## src/verilog/pcrs_consts.svh

```systemverilog
`ifndef PCRS_CONSTS_SVH
`define PCRS_CONSTS_SVH

// ---------------------------------------------------------------
// Widths and stack depths
// ---------------------------------------------------------------
`define PCRS_PC_W       21
`define PCRS_PTR_W      6
`define PCRS_DEPTH      31
`define PCRS_DBG_DEPTH  35
`define PCRS_PC_STEP    21'h000002
`define PCRS_PTR_ZERO   6'h00
`define PCRS_PTR_ONE    6'h01

// ---------------------------------------------------------------
// Register byte offsets
// ---------------------------------------------------------------
`define PCRS_OFF_PCL    8'h00
`define PCRS_OFF_LATH   8'h04
`define PCRS_OFF_LATU   8'h08
`define PCRS_OFF_PTR    8'h0C
`define PCRS_OFF_TOP_OF_STACK_LOW   8'h10
`define PCRS_OFF_TOP_OF_STACK_HIGH   8'h14
`define PCRS_OFF_TOP_OF_STACK_UPPER   8'h18
`define PCRS_OFF_STAT   8'h1C
`define PCRS_OFF_CMD    8'h20

// ---------------------------------------------------------------
// Field positions
// ---------------------------------------------------------------
`define PCRS_STAT_FULL  0
`define PCRS_STAT_OVF   1
`define PCRS_STAT_UNF   2
`define PCRS_CMD_PUSH   0
`define PCRS_CMD_POP    1

`endif

```

## src/verilog/pcrs_pkg.sv

```systemverilog
`default_nettype none

package pcrs_pkg;

	typedef enum logic [2:0] {
		PCRS_OP_NONE,
		PCRS_OP_NEXT,
		PCRS_OP_JUMP,
		PCRS_OP_CALL,
		PCRS_OP_RET,
		PCRS_OP_INTR
	} pcrs_op_kind_type;

	typedef struct packed {
		pcrs_op_kind_type kind;
		logic [20:0]      target;
	} pcrs_core_op_type;

endpackage

`default_nettype wire

```

## src/verilog/pcrs_top.sv

```systemverilog
`timescale 1ns/10ps
`default_nettype none
`include "pcrs_consts.svh"

module pcrs_top
	import pcrs_pkg::*;
#(
	parameter int DEPTH     = `PCRS_DEPTH,
	parameter int DBG_DEPTH = `PCRS_DBG_DEPTH
) (
	input  wire logic             core_clk_i,
	input  wire logic             arst_n_i,
	input  wire pcrs_core_op_type core_op_i,
	input  wire logic             dbg_mode_i,
	input  wire logic             psel,
	input  wire logic             penable,
	input  wire logic             pwrite,
	input  wire logic [7:0]       paddr,
	input  wire logic [31:0]      pwdata,
	output logic [31:0]           prdata,
	output logic                  pready,
	output logic                  pslverr,
	output logic [20:0]           pc_o
);

	// ---------------------------------------------------------------
	// State
	// ---------------------------------------------------------------
	logic [20:0] pc_q;
	logic [7:0]  lat_h_q;
	logic [4:0]  lat_u_q;
	logic [5:0]  ptr_q;
	logic        ovf_q;
	logic        unf_q;
	logic        ready_q;
	logic [31:0] rdata_q;
	logic        slverr_q;
	// Private storage, reached only via the top-of-stack registers
	logic [20:0] stack_mem [0:DBG_DEPTH-1];

	// ---------------------------------------------------------------
	// Decode
	// ---------------------------------------------------------------
	logic        acc;
	logic        wr;
	logic        rd;
	logic        mapped;
	logic [5:0]  lim;
	logic        full;
	logic        empty;
	logic [20:0] top_val;
	logic        core_push;
	logic        core_pop;
	logic        sw_push;
	logic        sw_pop;
	logic        do_push;
	logic        do_pop;
	logic [20:0] push_val;
	logic        pcl_wr;
	logic        tos_wr;

	assign acc    = psel && penable && ready_q;
	assign wr     = acc && pwrite;
	assign rd     = acc && !pwrite;
	assign mapped = (paddr == `PCRS_OFF_PCL) || (paddr == `PCRS_OFF_LATH) || (paddr == `PCRS_OFF_LATU)
		|| (paddr == `PCRS_OFF_PTR) || (paddr == `PCRS_OFF_TOP_OF_STACK_LOW) || (paddr == `PCRS_OFF_TOP_OF_STACK_HIGH)
		|| (paddr == `PCRS_OFF_TOP_OF_STACK_UPPER) || (paddr == `PCRS_OFF_STAT) || (paddr == `PCRS_OFF_CMD);

	assign lim     = dbg_mode_i ? 6'(DBG_DEPTH) : 6'(DEPTH);
	assign full    = (ptr_q >= lim);
	assign empty   = (ptr_q == `PCRS_PTR_ZERO);
	// Pointer zero has no entry behind it, so the top reads as zero there
	assign top_val = empty ? '0 : stack_mem[ptr_q - `PCRS_PTR_ONE];

	assign core_push = (core_op_i.kind == PCRS_OP_CALL) || (core_op_i.kind == PCRS_OP_INTR);
	assign core_pop  = (core_op_i.kind == PCRS_OP_RET);
	// Core requests win; a colliding software push or pop is dropped
	assign sw_push = wr && (paddr == `PCRS_OFF_CMD) && pwdata[`PCRS_CMD_PUSH] && !core_push && !core_pop;
	assign sw_pop  = wr && (paddr == `PCRS_OFF_CMD) && pwdata[`PCRS_CMD_POP] && !pwdata[`PCRS_CMD_PUSH]
		&& !core_push && !core_pop;
	assign do_push = core_push || sw_push;
	assign do_pop  = core_pop || sw_pop;
	// A call saves the address after itself; an interrupt saves the one it preempts
	assign push_val = (core_op_i.kind == PCRS_OP_CALL) ? pc_q + `PCRS_PC_STEP : pc_q;
	assign pcl_wr   = wr && (paddr == `PCRS_OFF_PCL);
	assign tos_wr   = wr && !empty && ((paddr == `PCRS_OFF_TOP_OF_STACK_LOW) || (paddr == `PCRS_OFF_TOP_OF_STACK_HIGH)
		|| (paddr == `PCRS_OFF_TOP_OF_STACK_UPPER));

	// ---------------------------------------------------------------
	// APB slave: one wait state, registered answer
	// ---------------------------------------------------------------
	always_ff @(posedge core_clk_i or negedge arst_n_i) begin
		if (!arst_n_i) begin
			ready_q  <= 1'b0;
			rdata_q  <= '0;
			slverr_q <= 1'b0;
		end else if (psel && penable && !ready_q) begin
			ready_q  <= 1'b1;
			slverr_q <= !mapped;
			rdata_q  <= '0;
			// Read data is taken in the first access cycle, so it stands while pready is high
			if (!pwrite) begin
				unique case (paddr)
					`PCRS_OFF_PCL:  rdata_q[7:0] <= pc_q[7:0];
					`PCRS_OFF_LATH: rdata_q[7:0] <= lat_h_q;
					`PCRS_OFF_LATU: rdata_q[4:0] <= lat_u_q;
					`PCRS_OFF_PTR:  rdata_q[5:0] <= ptr_q;
					`PCRS_OFF_TOP_OF_STACK_LOW: rdata_q[7:0] <= top_val[7:0];
					`PCRS_OFF_TOP_OF_STACK_HIGH: rdata_q[7:0] <= top_val[15:8];
					`PCRS_OFF_TOP_OF_STACK_UPPER: rdata_q[4:0] <= top_val[20:16];
					`PCRS_OFF_STAT: begin
						rdata_q[`PCRS_STAT_FULL] <= full;
						rdata_q[`PCRS_STAT_OVF]  <= ovf_q;
						rdata_q[`PCRS_STAT_UNF]  <= unf_q;
					end
					default:        rdata_q <= '0;
				endcase
			end
		end else begin
			ready_q  <= 1'b0;
			slverr_q <= 1'b0;
		end
	end

	// ---------------------------------------------------------------
	// Program counter
	// ---------------------------------------------------------------
	always_ff @(posedge core_clk_i or negedge arst_n_i) begin
		if (!arst_n_i) begin
			pc_q <= '0;
		end else if (pcl_wr) begin
			pc_q <= {lat_u_q, lat_h_q, pwdata[7:1], 1'b0};
		end else begin
			unique case (core_op_i.kind)
				PCRS_OP_NONE: pc_q <= pc_q;
				PCRS_OP_NEXT: pc_q <= pc_q + `PCRS_PC_STEP;
				PCRS_OP_JUMP,
				PCRS_OP_CALL,
				PCRS_OP_INTR: pc_q <= {core_op_i.target[20:1], 1'b0};
				PCRS_OP_RET:  pc_q <= {top_val[20:1], 1'b0};
				// Two op codes are unused; the counter holds on them
				default:      pc_q <= pc_q;
			endcase
		end
	end

	// ---------------------------------------------------------------
	// Latches: touched only by software, never by calls or returns
	// ---------------------------------------------------------------
	always_ff @(posedge core_clk_i or negedge arst_n_i) begin
		if (!arst_n_i) begin
			lat_h_q <= '0;
			lat_u_q <= '0;
		end else if (rd && (paddr == `PCRS_OFF_PCL)) begin
			lat_h_q <= pc_q[15:8];
			lat_u_q <= pc_q[20:16];
		end else if (wr && (paddr == `PCRS_OFF_LATH)) begin
			lat_h_q <= pwdata[7:0];
		end else if (wr && (paddr == `PCRS_OFF_LATU)) begin
			lat_u_q <= pwdata[4:0];
		end
	end

	// ---------------------------------------------------------------
	// Stack pointer and sticky status
	// ---------------------------------------------------------------
	always_ff @(posedge core_clk_i or negedge arst_n_i) begin
		if (!arst_n_i) begin
			ptr_q <= `PCRS_PTR_ZERO;
		end else if (do_push && !full) begin
			ptr_q <= ptr_q + `PCRS_PTR_ONE;
		end else if (do_pop && !empty) begin
			ptr_q <= ptr_q - `PCRS_PTR_ONE;
		end else if (wr && (paddr == `PCRS_OFF_PTR)) begin
			// Clip, not wrap: a bad restore must not alias a live entry
			ptr_q <= (pwdata[5:0] > lim) ? lim : pwdata[5:0];
		end
	end

	// Hardware set beats a same-cycle software clear
	always_ff @(posedge core_clk_i or negedge arst_n_i) begin
		if (!arst_n_i) begin
			ovf_q <= 1'b0;
			unf_q <= 1'b0;
		end else begin
			if (do_push && full) begin
				ovf_q <= 1'b1;
			end else if (wr && (paddr == `PCRS_OFF_STAT)) begin
				ovf_q <= pwdata[`PCRS_STAT_OVF];
			end
			if (do_pop && empty) begin
				unf_q <= 1'b1;
			end else if (wr && (paddr == `PCRS_OFF_STAT)) begin
				unf_q <= pwdata[`PCRS_STAT_UNF];
			end
		end
	end

	// No reset: contents are undefined until pushed, like any RAM
	always_ff @(posedge core_clk_i) begin
		if (do_push && !full) begin
			stack_mem[ptr_q] <= push_val;
		end else if (tos_wr) begin
			unique case (paddr)
				`PCRS_OFF_TOP_OF_STACK_LOW: stack_mem[ptr_q - `PCRS_PTR_ONE][7:0]   <= pwdata[7:0];
				`PCRS_OFF_TOP_OF_STACK_HIGH: stack_mem[ptr_q - `PCRS_PTR_ONE][15:8]  <= pwdata[7:0];
				`PCRS_OFF_TOP_OF_STACK_UPPER: stack_mem[ptr_q - `PCRS_PTR_ONE][20:16] <= pwdata[4:0];
				default:        ;
			endcase
		end
	end

	assign prdata  = rdata_q;
	assign pready  = ready_q;
	assign pslverr = slverr_q;
	assign pc_o    = pc_q;
endmodule

`default_nettype wire

```

## config.mk

```make
export PLATFORM = sky130hd
export DESIGN_NAME = pcrs_top
export DESIGN_NICKNAME = d
export VERILOG_FILES = /design/src/verilog/pcrs_pkg.sv /design/src/verilog/pcrs_top.sv
export VERILOG_INCLUDE_DIRS = /design/src /design/src/verilog
export SDC_FILE = /design/constraint.sdc
export NUM_CORES = 1
export LEC_CHECK = 0
export BUFFER_PORTS_ARGS = -buffer_cell sky130_fd_sc_hd__buf_2
export CAP_MARGIN = 20
export CORE_MARGIN = 2
export CORE_UTILIZATION = 30
export CTS_CLUSTER_DIAMETER = 50
export DETAILED_ROUTE_END_ITERATION = 7
export HOLD_SLACK_MARGIN = 0.08
export PLACE_DENSITY = 0.5
export SLEW_MARGIN = 20
export SYNTH_ARGS = -nofsm -noshare
export SYNTH_HDL_FRONTEND = slang
export SYNTH_SLANG_ARGS = --single-unit
```

## constraint.sdc

```tcl
create_clock -name core_clk_i -period 5.08 [get_ports core_clk_i]
set_input_delay 1.016 -clock core_clk_i [delete_from_list [all_inputs] [get_ports core_clk_i]]
set_output_delay 1.016 -clock core_clk_i [all_outputs]
set_load 0.1 [all_outputs]
```

Word-level counts from Yosys, hierarchy flattened:

Memories as Yosys holds them, arrays and structs flattened.
Cells that the tools add are included.

* register bits: 76
* memory bits (writable): 735
* bits of input ports: 70
* output and inout bits: 55
* word-level logic and storage cells: 128
* memories: 1

Memories
* stack_mem: depth 35, bits a word 21, rd ports 1, clocked after memory_dff 0, write ports 1, line pcrs_top.sv:39 `logic [20:0] stack_mem [0:DBG_DEPTH-1];`

* add/sub/neg operators: 3
* order comparisons: 2
* eq/ne operators: 14
* mux-type cells: 42
* reduce and logical (&&, ||, !) cells: 57

Operators by type and width (number)
* 21-bit 2-to-1 mux: 4
* 21-bit one-hot mux with 3 select lines: 1
* 6-bit 2-to-1 mux: 6
* 8-bit by 5-bit == test with 1-bit output, second input constant: 4
* 1-bit logical AND: 25
* 8-bit 2-to-1 mux: 3
* 3-bit one-hot mux with 8 select lines: 1
* 21-bit by 2-bit adder with 21-bit output, second input constant: 1
* 21-bit OR reduction: 1
* 1-bit 2-to-1 mux: 20
* 8-bit by 4-bit == test with 1-bit output, second input constant: 2
* 5-bit 2-to-1 mux: 3
* 2-bit one-hot mux with 7 select lines: 1
* 1-bit logical OR: 13
* 8-bit by 3-bit == test with 1-bit output, second input constant: 1
* 8-bit by 6-bit == test with 1-bit output, second input constant: 1
* 1-bit zero test: 8
* 8-bit zero test: 1
* 2-bit one-hot mux with 4 select lines: 1
* 2-bit nonzero test: 4
* 6-bit by 1-bit adder with 6-bit output, second input constant: 1
* 3-bit by 2-bit == test with 1-bit output, second input constant: 2
* 3-bit == test, second input constant: 2
* 6-bit greater-or-equal comparator: 1
* 11 further kinds: 11

Depth between registers and ports, before layout:

Gate-level depths: netlist of the first run.

* depth in word-level cells: 13
* gate-level depth with buffers: 18

Worst setup path before layout of the first run:

No wires, ideal clock.

* kind: register -> register
* start: reg ptr_q[0]
* end: mem stack_mem[0][2], data pin
* setup time: 0.415 ns
* arrival: 4.284 ns
* required time: 4.665 ns
* slack: 0.381 ns
* cell stages (with the launch flop): 15
* period minus slack after synthesis: 4.699 ns
* cells stage by stage: dfrtp_1 -> buf_4 -> buf_4 -> buf_4 -> buf_4 -> clkinv_1 -> ha_1 -> or4b_1 -> o21ai_1 -> or4_1 -> clkbuf_1 -> nand2b_1 -> clkbuf_1 -> buf_2 -> a31oi_1

* cells in the longest elaborated chain, start to end: 9
* elaborated cells between the ends (all ways): 18
* those cells by class: order compare: 1; mux: 10; reduce/logical: 7

RTL lines
* start, declared: line pcrs_top.sv:32 `logic [5:0] ptr_q;`
* start signal, assigned: line pcrs_top.sv:169 `` ptr_q <= `PCRS_PTR_ZERO; ``
* start signal, assigned: line pcrs_top.sv:171 `` ptr_q <= ptr_q + `PCRS_PTR_ONE; ``
* start signal, assigned: line pcrs_top.sv:173 `` ptr_q <= ptr_q - `PCRS_PTR_ONE; ``
* parallel branches: the longest is 7 deep, another holds 6-bit greater-or-equal comparator
* 21-bit OR reduction (no source line) (*)
* 21-bit 2-to-1 mux (no source line) (*)
* end, declared: line pcrs_top.sv:39

Mark *: on every way between the ends.

Final worst setup path of the first run:

* start: reg ptr_q[1]
* end: mem stack_mem[5][2], enable pin

* cells in the longest elaborated chain, start to end: 9
* elaborated cells between the ends (all ways): 22
* those cells by class: add/sub: 1; order compare: 1; mux: 13; reduce/logical: 7

RTL lines
* parallel branches: the longest is 9 deep, another holds 6-bit greater-or-equal comparator

Several ways; the timed one is not identified.

==> flow_metrics.env, run 1 <==
export IMPL_die_x_um=341
export IMPL_final_layout_size_suffix_gt1_frac=0.279
export IMPL_r2r_start="ptr_q[1]"
export IMPL_r2r_end="stack_mem[5][2]"
export IMPL_ios=125
export IMPL_ys_flop_type="edfxtp_1"
export IMPL_yosys_area_share_adder=0.00403
export IMPL_clock_power_share=0.269
export IMPL_setup_tns_ns=0
export IMPL_max_freq_mhz=226
export IMPL_synthMostInstantiatedCell="edfxtp_1"
export IMPL_setup_viol=0
export IMPL_drv_slew=0
export IMPL_ys_types=83
export IMPL_track_usage=0.170
export IMPL_cts_sinks=786
export IMPL_rsz0062_at_grt="no"
export IMPL_start_util=0.303
export IMPL_clk_latency_ns=0.67
export IMPL_hold_buffers=0
export IMPL_arrival_ns=4.81
export IMPL_yosysTopAreaCellShare=0.646
export IMPL_cts_tree="built"
export IMPL_synthCells=2079
export IMPL_cp_num_buf_inv=3
export IMPL_outcome="finished with violations"
export IMPL_synthSimpleGateAreaFrac=0.0632
export IMPL_violations="DRC"
export IMPL_dp_cells=3675
export IMPL_hold_viol=0
export IMPL_synth_seq_cells=786
export IMPL_switching_power_mw=9.37
export IMPL_grt_first_pass_wirelength_um=146000
export IMPL_required_ns=5.47
export IMPL_post_route_period_util=0.870
export IMPL_synth_area_leaders="edfxtp_1, mux4_2, dfrtp_1"
export IMPL_slowest_delay_ns=0.78
export IMPL_finalPower_mw=24.5
export IMPL_combPwrFrac=0.397
export IMPL_cts_inserted_buffers=91
export IMPL_r2r_cells=10
export IMPL_port_buffers=74
export IMPL_holdCritPathClass="in2async"
export IMPL_synthXorXnorAreaFrac=0.0110
export IMPL_cpLargestDelayFamily="compound AO/OA/AOI/OAI gates"
export IMPL_ys_seq_area_frac=0.684
export IMPL_synth_area_mux_share=0.130
export IMPL_grt_pass1_vias=20600
export IMPL_internal_power_mw=15.1
export IMPL_path_cells="inv_1, ha_4, or4b_1, o21ai_1, or4_1, nor4_1, o21ai_4, buf_4, a211oi_1, buf_4"
export IMPL_cts_root_buf="clkbuf_16"
export IMPL_htreeDepth=3
export IMPL_critPathSlowestCell="o21ai_4"
export IMPL_fin_crit_ns=4.42
export IMPL_postCtsSetupRepairBufs=0
export IMPL_p_seq_frac=0.334
export IMPL_fp_dieArea_um2=117000
export IMPL_routed_wirelength_um=101000
export IMPL_ant_nets=0
export IMPL_whs_ns=0.306
export IMPL_fin_nets=2350
export IMPL_relSlewSlack=0.211
export IMPL_path_class="reg2reg"
export IMPL_grt_max_degree=87
export IMPL_drt_iter0_drc=1873
export IMPL_crit_path_end_kind="flip-flop"
export IMPL_path_max_fanout=22
export IMPL_antenna_found_initial=0
export IMPL_postSynthAreaPerCell_um2=16.4
export IMPL_vias=20400
export IMPL_synth_compound_area_share=0.0811
export IMPL_synth_area_um2=34100
export IMPL_synth_edf_count=735
export IMPL_clk_pin_slew_ns=0.06
export IMPL_num_rows=123
export IMPL_yosys_warnings=0
export IMPL_route_detailed_drc=1
export IMPL_vias_per_cell=5.30
export IMPL_coreArea_um2=113000
export IMPL_swShare=0.382
export IMPL_cp_start_kind="flip-flop"
export IMPL_synth_top_area_cell="edfxtp_1"
export IMPL_rrSetupSlack_ns=0.66
export IMPL_globalplace_congestion=0.917
export IMPL_p_per_area_nw_per_um2=609
export IMPL_finClkSkew_ns=0.0364
export IMPL_crit_start="ptr_q[1]"
export IMPL_post_cts_resized=0
export IMPL_synthTopCellsByCount="edfxtp_1, mux4_2, nor2_1, nand2_1, a21oi_1"
export IMPL_p_leak_nw=13.2
export IMPL_cp_common_cell="buf_4"
export IMPL_ir_worst_vdd_mv=0.384
export IMPL_drt_pass1_iter_count=8
export IMPL_synth_top_family_by_area="multiplexers"
export IMPL_max_cap_violations=0
export IMPL_place_hpwl_um=68000
export IMPL_setup_ws_ns=0.661
export IMPL_nFillCells=10700
export IMPL_clock_path_buffers=3
export IMPL_pre_cts_slack_ns=0.275
export IMPL_dieHeight_um=341
export IMPL_path_depth=10
export IMPL_ys_async_sr_fraction=0.0649
export IMPL_final_cells=3845
export IMPL_overflow=0
export IMPL_diodes=0
export IMPL_endpoint="stack_mem[5][2]"
export IMPL_worstMarginPinSlew_ns=1.15
export IMPL_wl_per_cell_um=26.2
export IMPL_syn_to_final_growth_pct=17.8
-- how the worst min path moves through the flow --
| stage | start | to | cells after the start |
|---|---|---|---|
| 2_1_floorplan | ovf_q | ovf_q | 2 |
| 3_3_place_gp | prdata[7] | prdata[7] | 2 |
| 3_5_place_dp | prdata[7] | prdata[7] | 2 |
| 4_1_cts | arst_n_i | lat_h_q[6] | 1 |
| 5_1_grt | arst_n_i | lat_h_q[6] | 1 |
| 6_report | arst_n_i | lat_h_q[6] | 1 |
-- layer usage --
layer	share of wire	vias to the layer above	GRT usage
met2	0.48	842	0.277
met3	0.073	162	0.0309
met5	0	-	0
li1	-	8727	-
met1	0.42	10700	0.232
met4	0.029	0	0.0528
-- state kept, by name, indices dropped and copies added, names as in the netlist --
name	cells
pslverr	1
prdata	8
lat_h_q	8
pready	1
ovf_q	1
lat_u_q	5
stack_mem	735
unf_q	1
pc_o	20
ptr_q	6
-- through the flow --
step                      utilization  instance area (um^2)
final                           0.357                 40200
after global routing            0.357                 40200
after CTS                       0.357                 40200
after detailed placement        0.330                 37100
after global placement          0.330                 37100
after floorplan                     -                 34200
-- placed cells by master, fill, tap and decap left out, types with 14 or more instances in the layout --
cell / instances
buf_2: 74
mux2i_1: 41
conb_1: 25
nand2_1: 135
clkinv_2: 17
o211ai_1: 16
mux4_2: 175
nand3_1: 41
xor2_1: 23
clkinv_1: 17
o21ai_0: 67
o21ai_2: 14
a211oi_1: 25
and3_1: 38
buf_4: 156
a221oi_1: 14
clkbuf_16: 92
a211oi_2: 24
a21oi_1: 53
edfxtp_1: 735
nor3_1: 18
a2111oi_0: 19
o21ai_1: 19
a21oi_2: 19
o221ai_1: 15
inv_1: 14
xnor2_1: 16
dfrtp_1: 50
nor2_1: 155
-- layout make-up --
type | instances | area (um^2) | area share
Multi-Input combinational cell | 1137 | 10200 | 0.253
Timing Repair Buffer | 237 | 1690 | 0.0420
Sequential cell | 786 | 23400 | 0.581
Clock inverter | 65 | 706 | 0.0176
Tap cell | 1500 | 1880 | 0.0467
Inverter | 16 | 60.1 | 0.00149
Clock buffer | 104 | 2350 | 0.0584
-- cells by family (layout without fill, tap and decap cells) --
kind of cell    count (synthesis)  count (layout)
simple gates                  460             460
fa+ha+maj                      11              11
buf+inv                       180             422
flops                         786             786
mux                           224             224
compound gates                374             374
xor+xnor                       43              43
other cells                     1              25
-- power by group through the flow --
stage          Sequential, mW  Combinational (mW)  Clock (mW)
2_1_floorplan            8.60                5.53           0
3_3_place_gp             8.29                9.65           0
3_5_place_dp             8.30                9.71           0
4_1_cts                  8.17                9.74        6.73
5_1_grt                  8.19                10.2        6.98
6_report                 8.18                9.73        6.59
Power figures use the tool's default switching activity.
==> inputs of run 2 (changes only) <==
- clock period: 5.08 -> 5.7 ns (I/O delays scaled with it)
==> run 2 against run 1 <==
  * First-iteration DRC count up 7.6%
  * Power down 11%
  * Worst hold slack better by 0.19 ns
  * The run now ends clean
  * Largest power group unchanged
  * Highest routed layer unchanged
==> flow_metrics.env, run 2 (synthesized netlist as in run 1, its figures left out) <==
export IMPL_critPathSlowestCell="or4_1"
export IMPL_cts_sinks=786
export IMPL_cpLargestDelayFamily="simple AND/OR/NAND/NOR gates"
export IMPL_cp_num_buf_inv=2
export IMPL_required_ns=5.98
export IMPL_postCtsSetupRepairBufs=0
export IMPL_cts_root_buf="clkbuf_16"
export IMPL_wl_per_cell_um=26.1
export IMPL_final_layout_size_suffix_gt1_frac=0.264
export IMPL_p_per_area_nw_per_um2=546
export IMPL_cts_tree="built"
export IMPL_clock_power_share=0.281
export IMPL_antenna_found_initial=2
export IMPL_arrival_ns=4.83
export IMPL_num_rows=123
export IMPL_swShare=0.377
export IMPL_max_cap_violations=0
export IMPL_die_x_um=341
export IMPL_path_class="reg2reg"
export IMPL_start_util=0.303
export IMPL_drt_pass1_iter_count=8
export IMPL_ios=125
export IMPL_fin_crit_ns=4.56
export IMPL_place_hpwl_um=65200
export IMPL_route_detailed_drc=0
export IMPL_vias_per_cell=5.33
export IMPL_path_max_fanout=23
export IMPL_clk_pin_slew_ns=0.06
export IMPL_final_common_cell="edfxtp_1"
export IMPL_grt_first_pass_wirelength_um=145000
export IMPL_outcome="complete, no violations"
export IMPL_hold_buffers=0
export IMPL_drv_slew=0
export IMPL_ant_nets=0
export IMPL_clock_path_buffers=3
export IMPL_drt_iter0_drc=2016
export IMPL_cp_start_kind="flip-flop"
export IMPL_ir_worst_vdd_mv=0.381
export IMPL_holdCritPathClass="reg2reg"
export IMPL_grt_max_degree=96
export IMPL_hold_viol=0
export IMPL_nFillCells=10700
export IMPL_postLayoutCoreUtil=0.354
export IMPL_coreArea_um2=113000
export IMPL_fp_dieArea_um2=117000
export IMPL_grt_pass1_vias=20700
export IMPL_max_freq_mhz=219
export IMPL_cts_inserted_buffers=92
export IMPL_combPwrFrac=0.384
export IMPL_rsz0062_at_grt="no"
export IMPL_vias=20200
export IMPL_routed_wirelength_um=99100
export IMPL_path_cells="clkinv_1, ha_4, or4b_1, o21ai_1, or4_1, nor4_1, o21ai_4, buf_4, a211oi_2"
export IMPL_p_seq_frac=0.335
export IMPL_finClkSkew_ns=0.0270
export IMPL_syn_to_final_growth_pct=16.9
export IMPL_largest_reg_flops=735
export IMPL_setup_viol=0
export IMPL_globalplace_congestion=0.913
export IMPL_post_cts_resized=0
export IMPL_worstMarginPinSlew_ns=1.19
export IMPL_relSlewSlack=0.189
export IMPL_setup_ws_ns=1.14
export IMPL_htreeDepth=3
export IMPL_overflow=0
export IMPL_track_usage=0.168
export IMPL_switching_power_mw=8.21
export IMPL_clk_latency_ns=0.65
export IMPL_top_register="stack_mem"
export IMPL_pre_cts_slack_ns=0.623
export IMPL_dieHeight_um=341
export IMPL_port_buffers=74
export IMPL_p_leak_nw=13.0
export IMPL_crit_path_end_kind="flip-flop"
export IMPL_fin_nets=2297
export IMPL_internal_power_mw=13.6
export IMPL_setup_tns_ns=0
export IMPL_final_cell_mix="edfxtp_1, mux4_2, nor2_1"
export IMPL_slowest_delay_ns=0.75
export IMPL_post_route_period_util=0.799
==> run 2: changes by cell type in the layout (fill, tap and decap cells not counted), moves of 2 or more <==
| cell | change |
|---|---|
| buf_4 | -54 |
| bufinv_16 | +4 |
| clkinv_1 | -5 |
| clkinv_2 | -9 |
| clkinv_4 | +2 |
| clkinv_8 | -3 |
| clkinvlp_4 | +4 |
| diode_2 | +2 |
| inv_8 | +4 |
==> run 2: through the flow <==
stage | power (mW) | hold slack, ns | instance area, um^2 | std cells
floorplan | 12.6 | 0.468 | 34200 | 2103
global placement | 15.7 | 0.487 | 36700 | 3621
detailed placement | 15.8 | 0.480 | 36700 | 3621
CTS | 22.0 | 0.505 | 39900 | 3788
global route | 22.6 | 0.543 | 39900 | 3791
finish | 21.8 | 0.496 | 39900 | 3791
==> run 2: worst paths after layout <==
| check | to | cells past startpoint | slack, ns | from |
|---|---|---|---|---|
| worst max-delay path | stack_mem[33][14] | 9 | 1.14 | ptr_q[0] |
| worst min-delay path | prdata[7] | 2 | 0.50 | prdata[7] |
| worst max register to register | stack_mem[33][14] | 9 | 1.14 | ptr_q[0] |
| worst min register to register | prdata[7] | 2 | 0.50 | prdata[7] |
| max in group asynchronous | ptr_q[0] | 2 | 4.43 | arst_n_i |
| min in group asynchronous | pc_o[16] | 2 | 0.64 | arst_n_i |
==> run 2: area by class of cell <==
| cell class | instances | area (um^2) | area share |
|---|---|---|---|
| sequential | 786 | 23400 | 0.585 |
| multi-input combinational | 1137 | 10200 | 0.255 |
| inverter | 16 | 60.1 | 0.00150 |
| antenna | 2 | 5.00 | 0.000125 |
| clock buffer | 104 | 2370 | 0.0593 |
| timing repair buffer | 183 | 1280 | 0.0322 |
| tap | 1500 | 1880 | 0.0470 |
| clock inverter | 63 | 805 | 0.0201 |
==> run 2: worst min-delay path, stage by stage, from the launching register on <==
cell	delay [ns]
dfrtp_1	0.35
nand2_1	0.05
nand2_1	0.06
==> run 2: power by group through the flow <==
| stage | clock network [mW] | registers (mW) | logic, mW |
|---|---|---|---|
| after floorplan | 0 | 7.67 | 4.93 |
| after global placement | 0 | 7.41 | 8.30 |
| after detailed placement | 0 | 7.42 | 8.37 |
| after CTS | 6.25 | 7.30 | 8.40 |
| after global routing | 6.46 | 7.32 | 8.84 |
| final | 6.13 | 7.31 | 8.37 |
==> run 2: per-layer routing <==
metal | track usage | up-vias | routed length [um]
met5 | 0 | - | 0
met4 | 0.0525 | 0 | 2620
met3 | 0.0250 | 148 | 6370
met2 | 0.270 | 823 | 47100
met1 | 0.234 | 10600 | 43000
li1 | - | 8620 | -
==> inputs of run 3 (changes only) <==
- PLACE_DENSITY: 0.5 -> 0.51
- clock period: 5.7 -> 3.7 ns (I/O delays scaled with it)
==> run 3 against run 2 <==
  * Non-clock buffer count is 208 higher
  * Cell count is 5.6% higher
  * Setup slack worse by 1.0 ns
  * Sequential share of layout area is 4.1 points lower
  * Clock-buffer cell count is 10 higher
  * Largest cell class unchanged
  * Clock power is 46% higher
==> flow_metrics.env, run 3 (synthesized netlist as in run 1, its figures left out) <==
export IMPL_finClkSkew_ns=0.0244
export IMPL_wl_per_cell_um=25.7
export IMPL_overflow=0
export IMPL_htreeDepth=3
export IMPL_final_cell_mix="edfxtp_1, buf_4, mux4_2"
export IMPL_worstMarginPinSlew_ns=0.994
export IMPL_num_rows=123
export IMPL_postLayoutCellArea_um2=42900
export IMPL_cp_common_cell="buf_4"
export IMPL_port_buffers=74
export IMPL_switching_power_mw=13.2
export IMPL_vias_per_cell=5.24
export IMPL_holdCritPathClass="in2async"
export IMPL_fin_nets=2508
export IMPL_coreArea_um2=113000
export IMPL_rsz0062_at_grt="no"
export IMPL_grt_first_pass_wirelength_um=150000
export IMPL_path_cells="buf_2, or4_1, nor4_4, a32oi_1, buf_4, a211oi_4, buf_12, nor2_1, o311ai_4, buf_4, nor2_1, buf_4"
export IMPL_antenna_found_initial=0
export IMPL_final_cells=4004
export IMPL_cpLargestDelayFamily="buffers and inverters"
export IMPL_final_seq_area_um2=23400
export IMPL_finalPower_mw=35.0
export IMPL_max_freq_mhz=277
export IMPL_cts_sinks=786
export IMPL_final_layout_size_suffix_gt1_frac=0.352
export IMPL_drt_iter0_drc=2021
export IMPL_dieHeight_um=341
export IMPL_p_per_area_nw_per_um2=814
export IMPL_post_route_period_util=0.974
export IMPL_ios=125
export IMPL_place_hpwl_um=70200
export IMPL_largest_reg_flops=735
export IMPL_grt_max_degree=64
export IMPL_setup_viol=0
export IMPL_cts_root_buf="clkbuf_16"
export IMPL_cts_inserted_buffers=94
export IMPL_cp_num_buf_inv=5
export IMPL_hold_viol=0
export IMPL_dp_cells=3827
export IMPL_p_leak_nw=14.3
export IMPL_nFillCells=10400
export IMPL_crit_path_end_kind="flip-flop"
export IMPL_ir_worst_vdd_mv=0.481
export IMPL_arrival_ns=4.01
export IMPL_fp_dieArea_um2=117000
export IMPL_track_usage=0.174
export IMPL_internal_power_mw=21.7
export IMPL_clk_pin_slew_ns=0.06
export IMPL_swShare=0.379
export IMPL_clk_latency_ns=0.66
export IMPL_route_detailed_drc=0
export IMPL_max_cap_violations=0
export IMPL_outcome="complete, no violations"
export IMPL_grt_pass1_vias=21600
export IMPL_path_max_fanout=16
export IMPL_fin_crit_ns=3.61
export IMPL_combPwrFrac=0.424
export IMPL_routed_wirelength_um=103000
export IMPL_cp_start_kind="input port"
export IMPL_top_register="stack_mem"
export IMPL_drv_slew=0
export IMPL_vias=21000
export IMPL_ant_nets=0
export IMPL_cts_tree="built"
export IMPL_path_class="in2reg"
export IMPL_hold_buffers=0
export IMPL_multi_input_area_um2=10800
export IMPL_relSlewSlack=0.335
export IMPL_die_x_um=341
export IMPL_clock_path_buffers=3
export IMPL_required_ns=4.10
export IMPL_start_util=0.303
export IMPL_place_area_um2=39800
export IMPL_final_common_cell="edfxtp_1"
export IMPL_slowest_delay_ns=0.61
export IMPL_critPathSlowestCell="or4_1"
export IMPL_syn_to_final_growth_pct=25.8
export IMPL_globalplace_congestion=0.940
export IMPL_drt_pass1_iter_count=6
export IMPL_diodes=0
export IMPL_clock_power_share=0.257
export IMPL_setup_tns_ns=0
export IMPL_p_seq_frac=0.320
[run 3: repair_timing]
item,4_1_cts,5_1_grt
endpoints found under the hold margin,0,0
pin swaps,1,2
cloned,0,1
endpoints found under the setup margin,19,90
buffers inserted,1,1
gates resized for setup,3,15
[run 3: worst paths after layout]
kind,from,end,slack [ns],cells past startpoint
max,paddr[1],stack_mem[18][9],0.09,12
min,arst_n_i,pc_o[15],0.12,1
max reg2reg,ptr_q[0],prdata[4],0.11,8
min reg2reg,prdata[7],prdata[7],0.49,2
max in group asynchronous,arst_n_i,prdata[0],2.82,2
min in group core_clk_i,core_op_i[19],pc_o[19],0.41,3
[run 3: cell type report]
| cell class | count | share of cell area |
|---|---|---|
| flip-flops and latches | 786 | 0.544 |
| multi-input cells | 1138 | 0.251 |
| repair buffers | 391 | 0.0886 |
| clock buffers | 114 | 0.0580 |
| well taps | 1500 | 0.0437 |
| clock inverters | 59 | 0.0132 |
| inverters | 16 | 0.00169 |
[run 3: power groups by stage]
stage / combinational [mW] / clock [mW] / sequential [mW]
floorplan: 8.04 / 0 / 11.8
global placement: 14.7 / 0 / 11.3
detailed placement: 14.8 / 0 / 11.3
CTS: 14.8 / 9.17 / 11.2
global route: 15.6 / 9.53 / 11.2
finish: 14.8 / 8.98 / 11.2
[run 3: layer usage]
layer | wire length, um | GRT usage | vias up
met2 | 48400 | 0.282 | 868
met3 | 6940 | 0.0291 | 173
met1 | 44600 | 0.240 | 10900
met4 | 2950 | 0.0556 | 0
met5 | 0 | 0 | -
li1 | - | - | 9035
[run 3: metrics by stage]
step                      hold WS, ns  utilization  setup slack, ns
after detailed placement        0.471        0.353           -0.570
after global placement          0.464        0.353           -0.499
after floorplan                 0.444            -          0.00924
after global routing            0.117        0.381           0.0202
after CTS                      0.0970        0.380         -0.00278
final                           0.118        0.381           0.0946
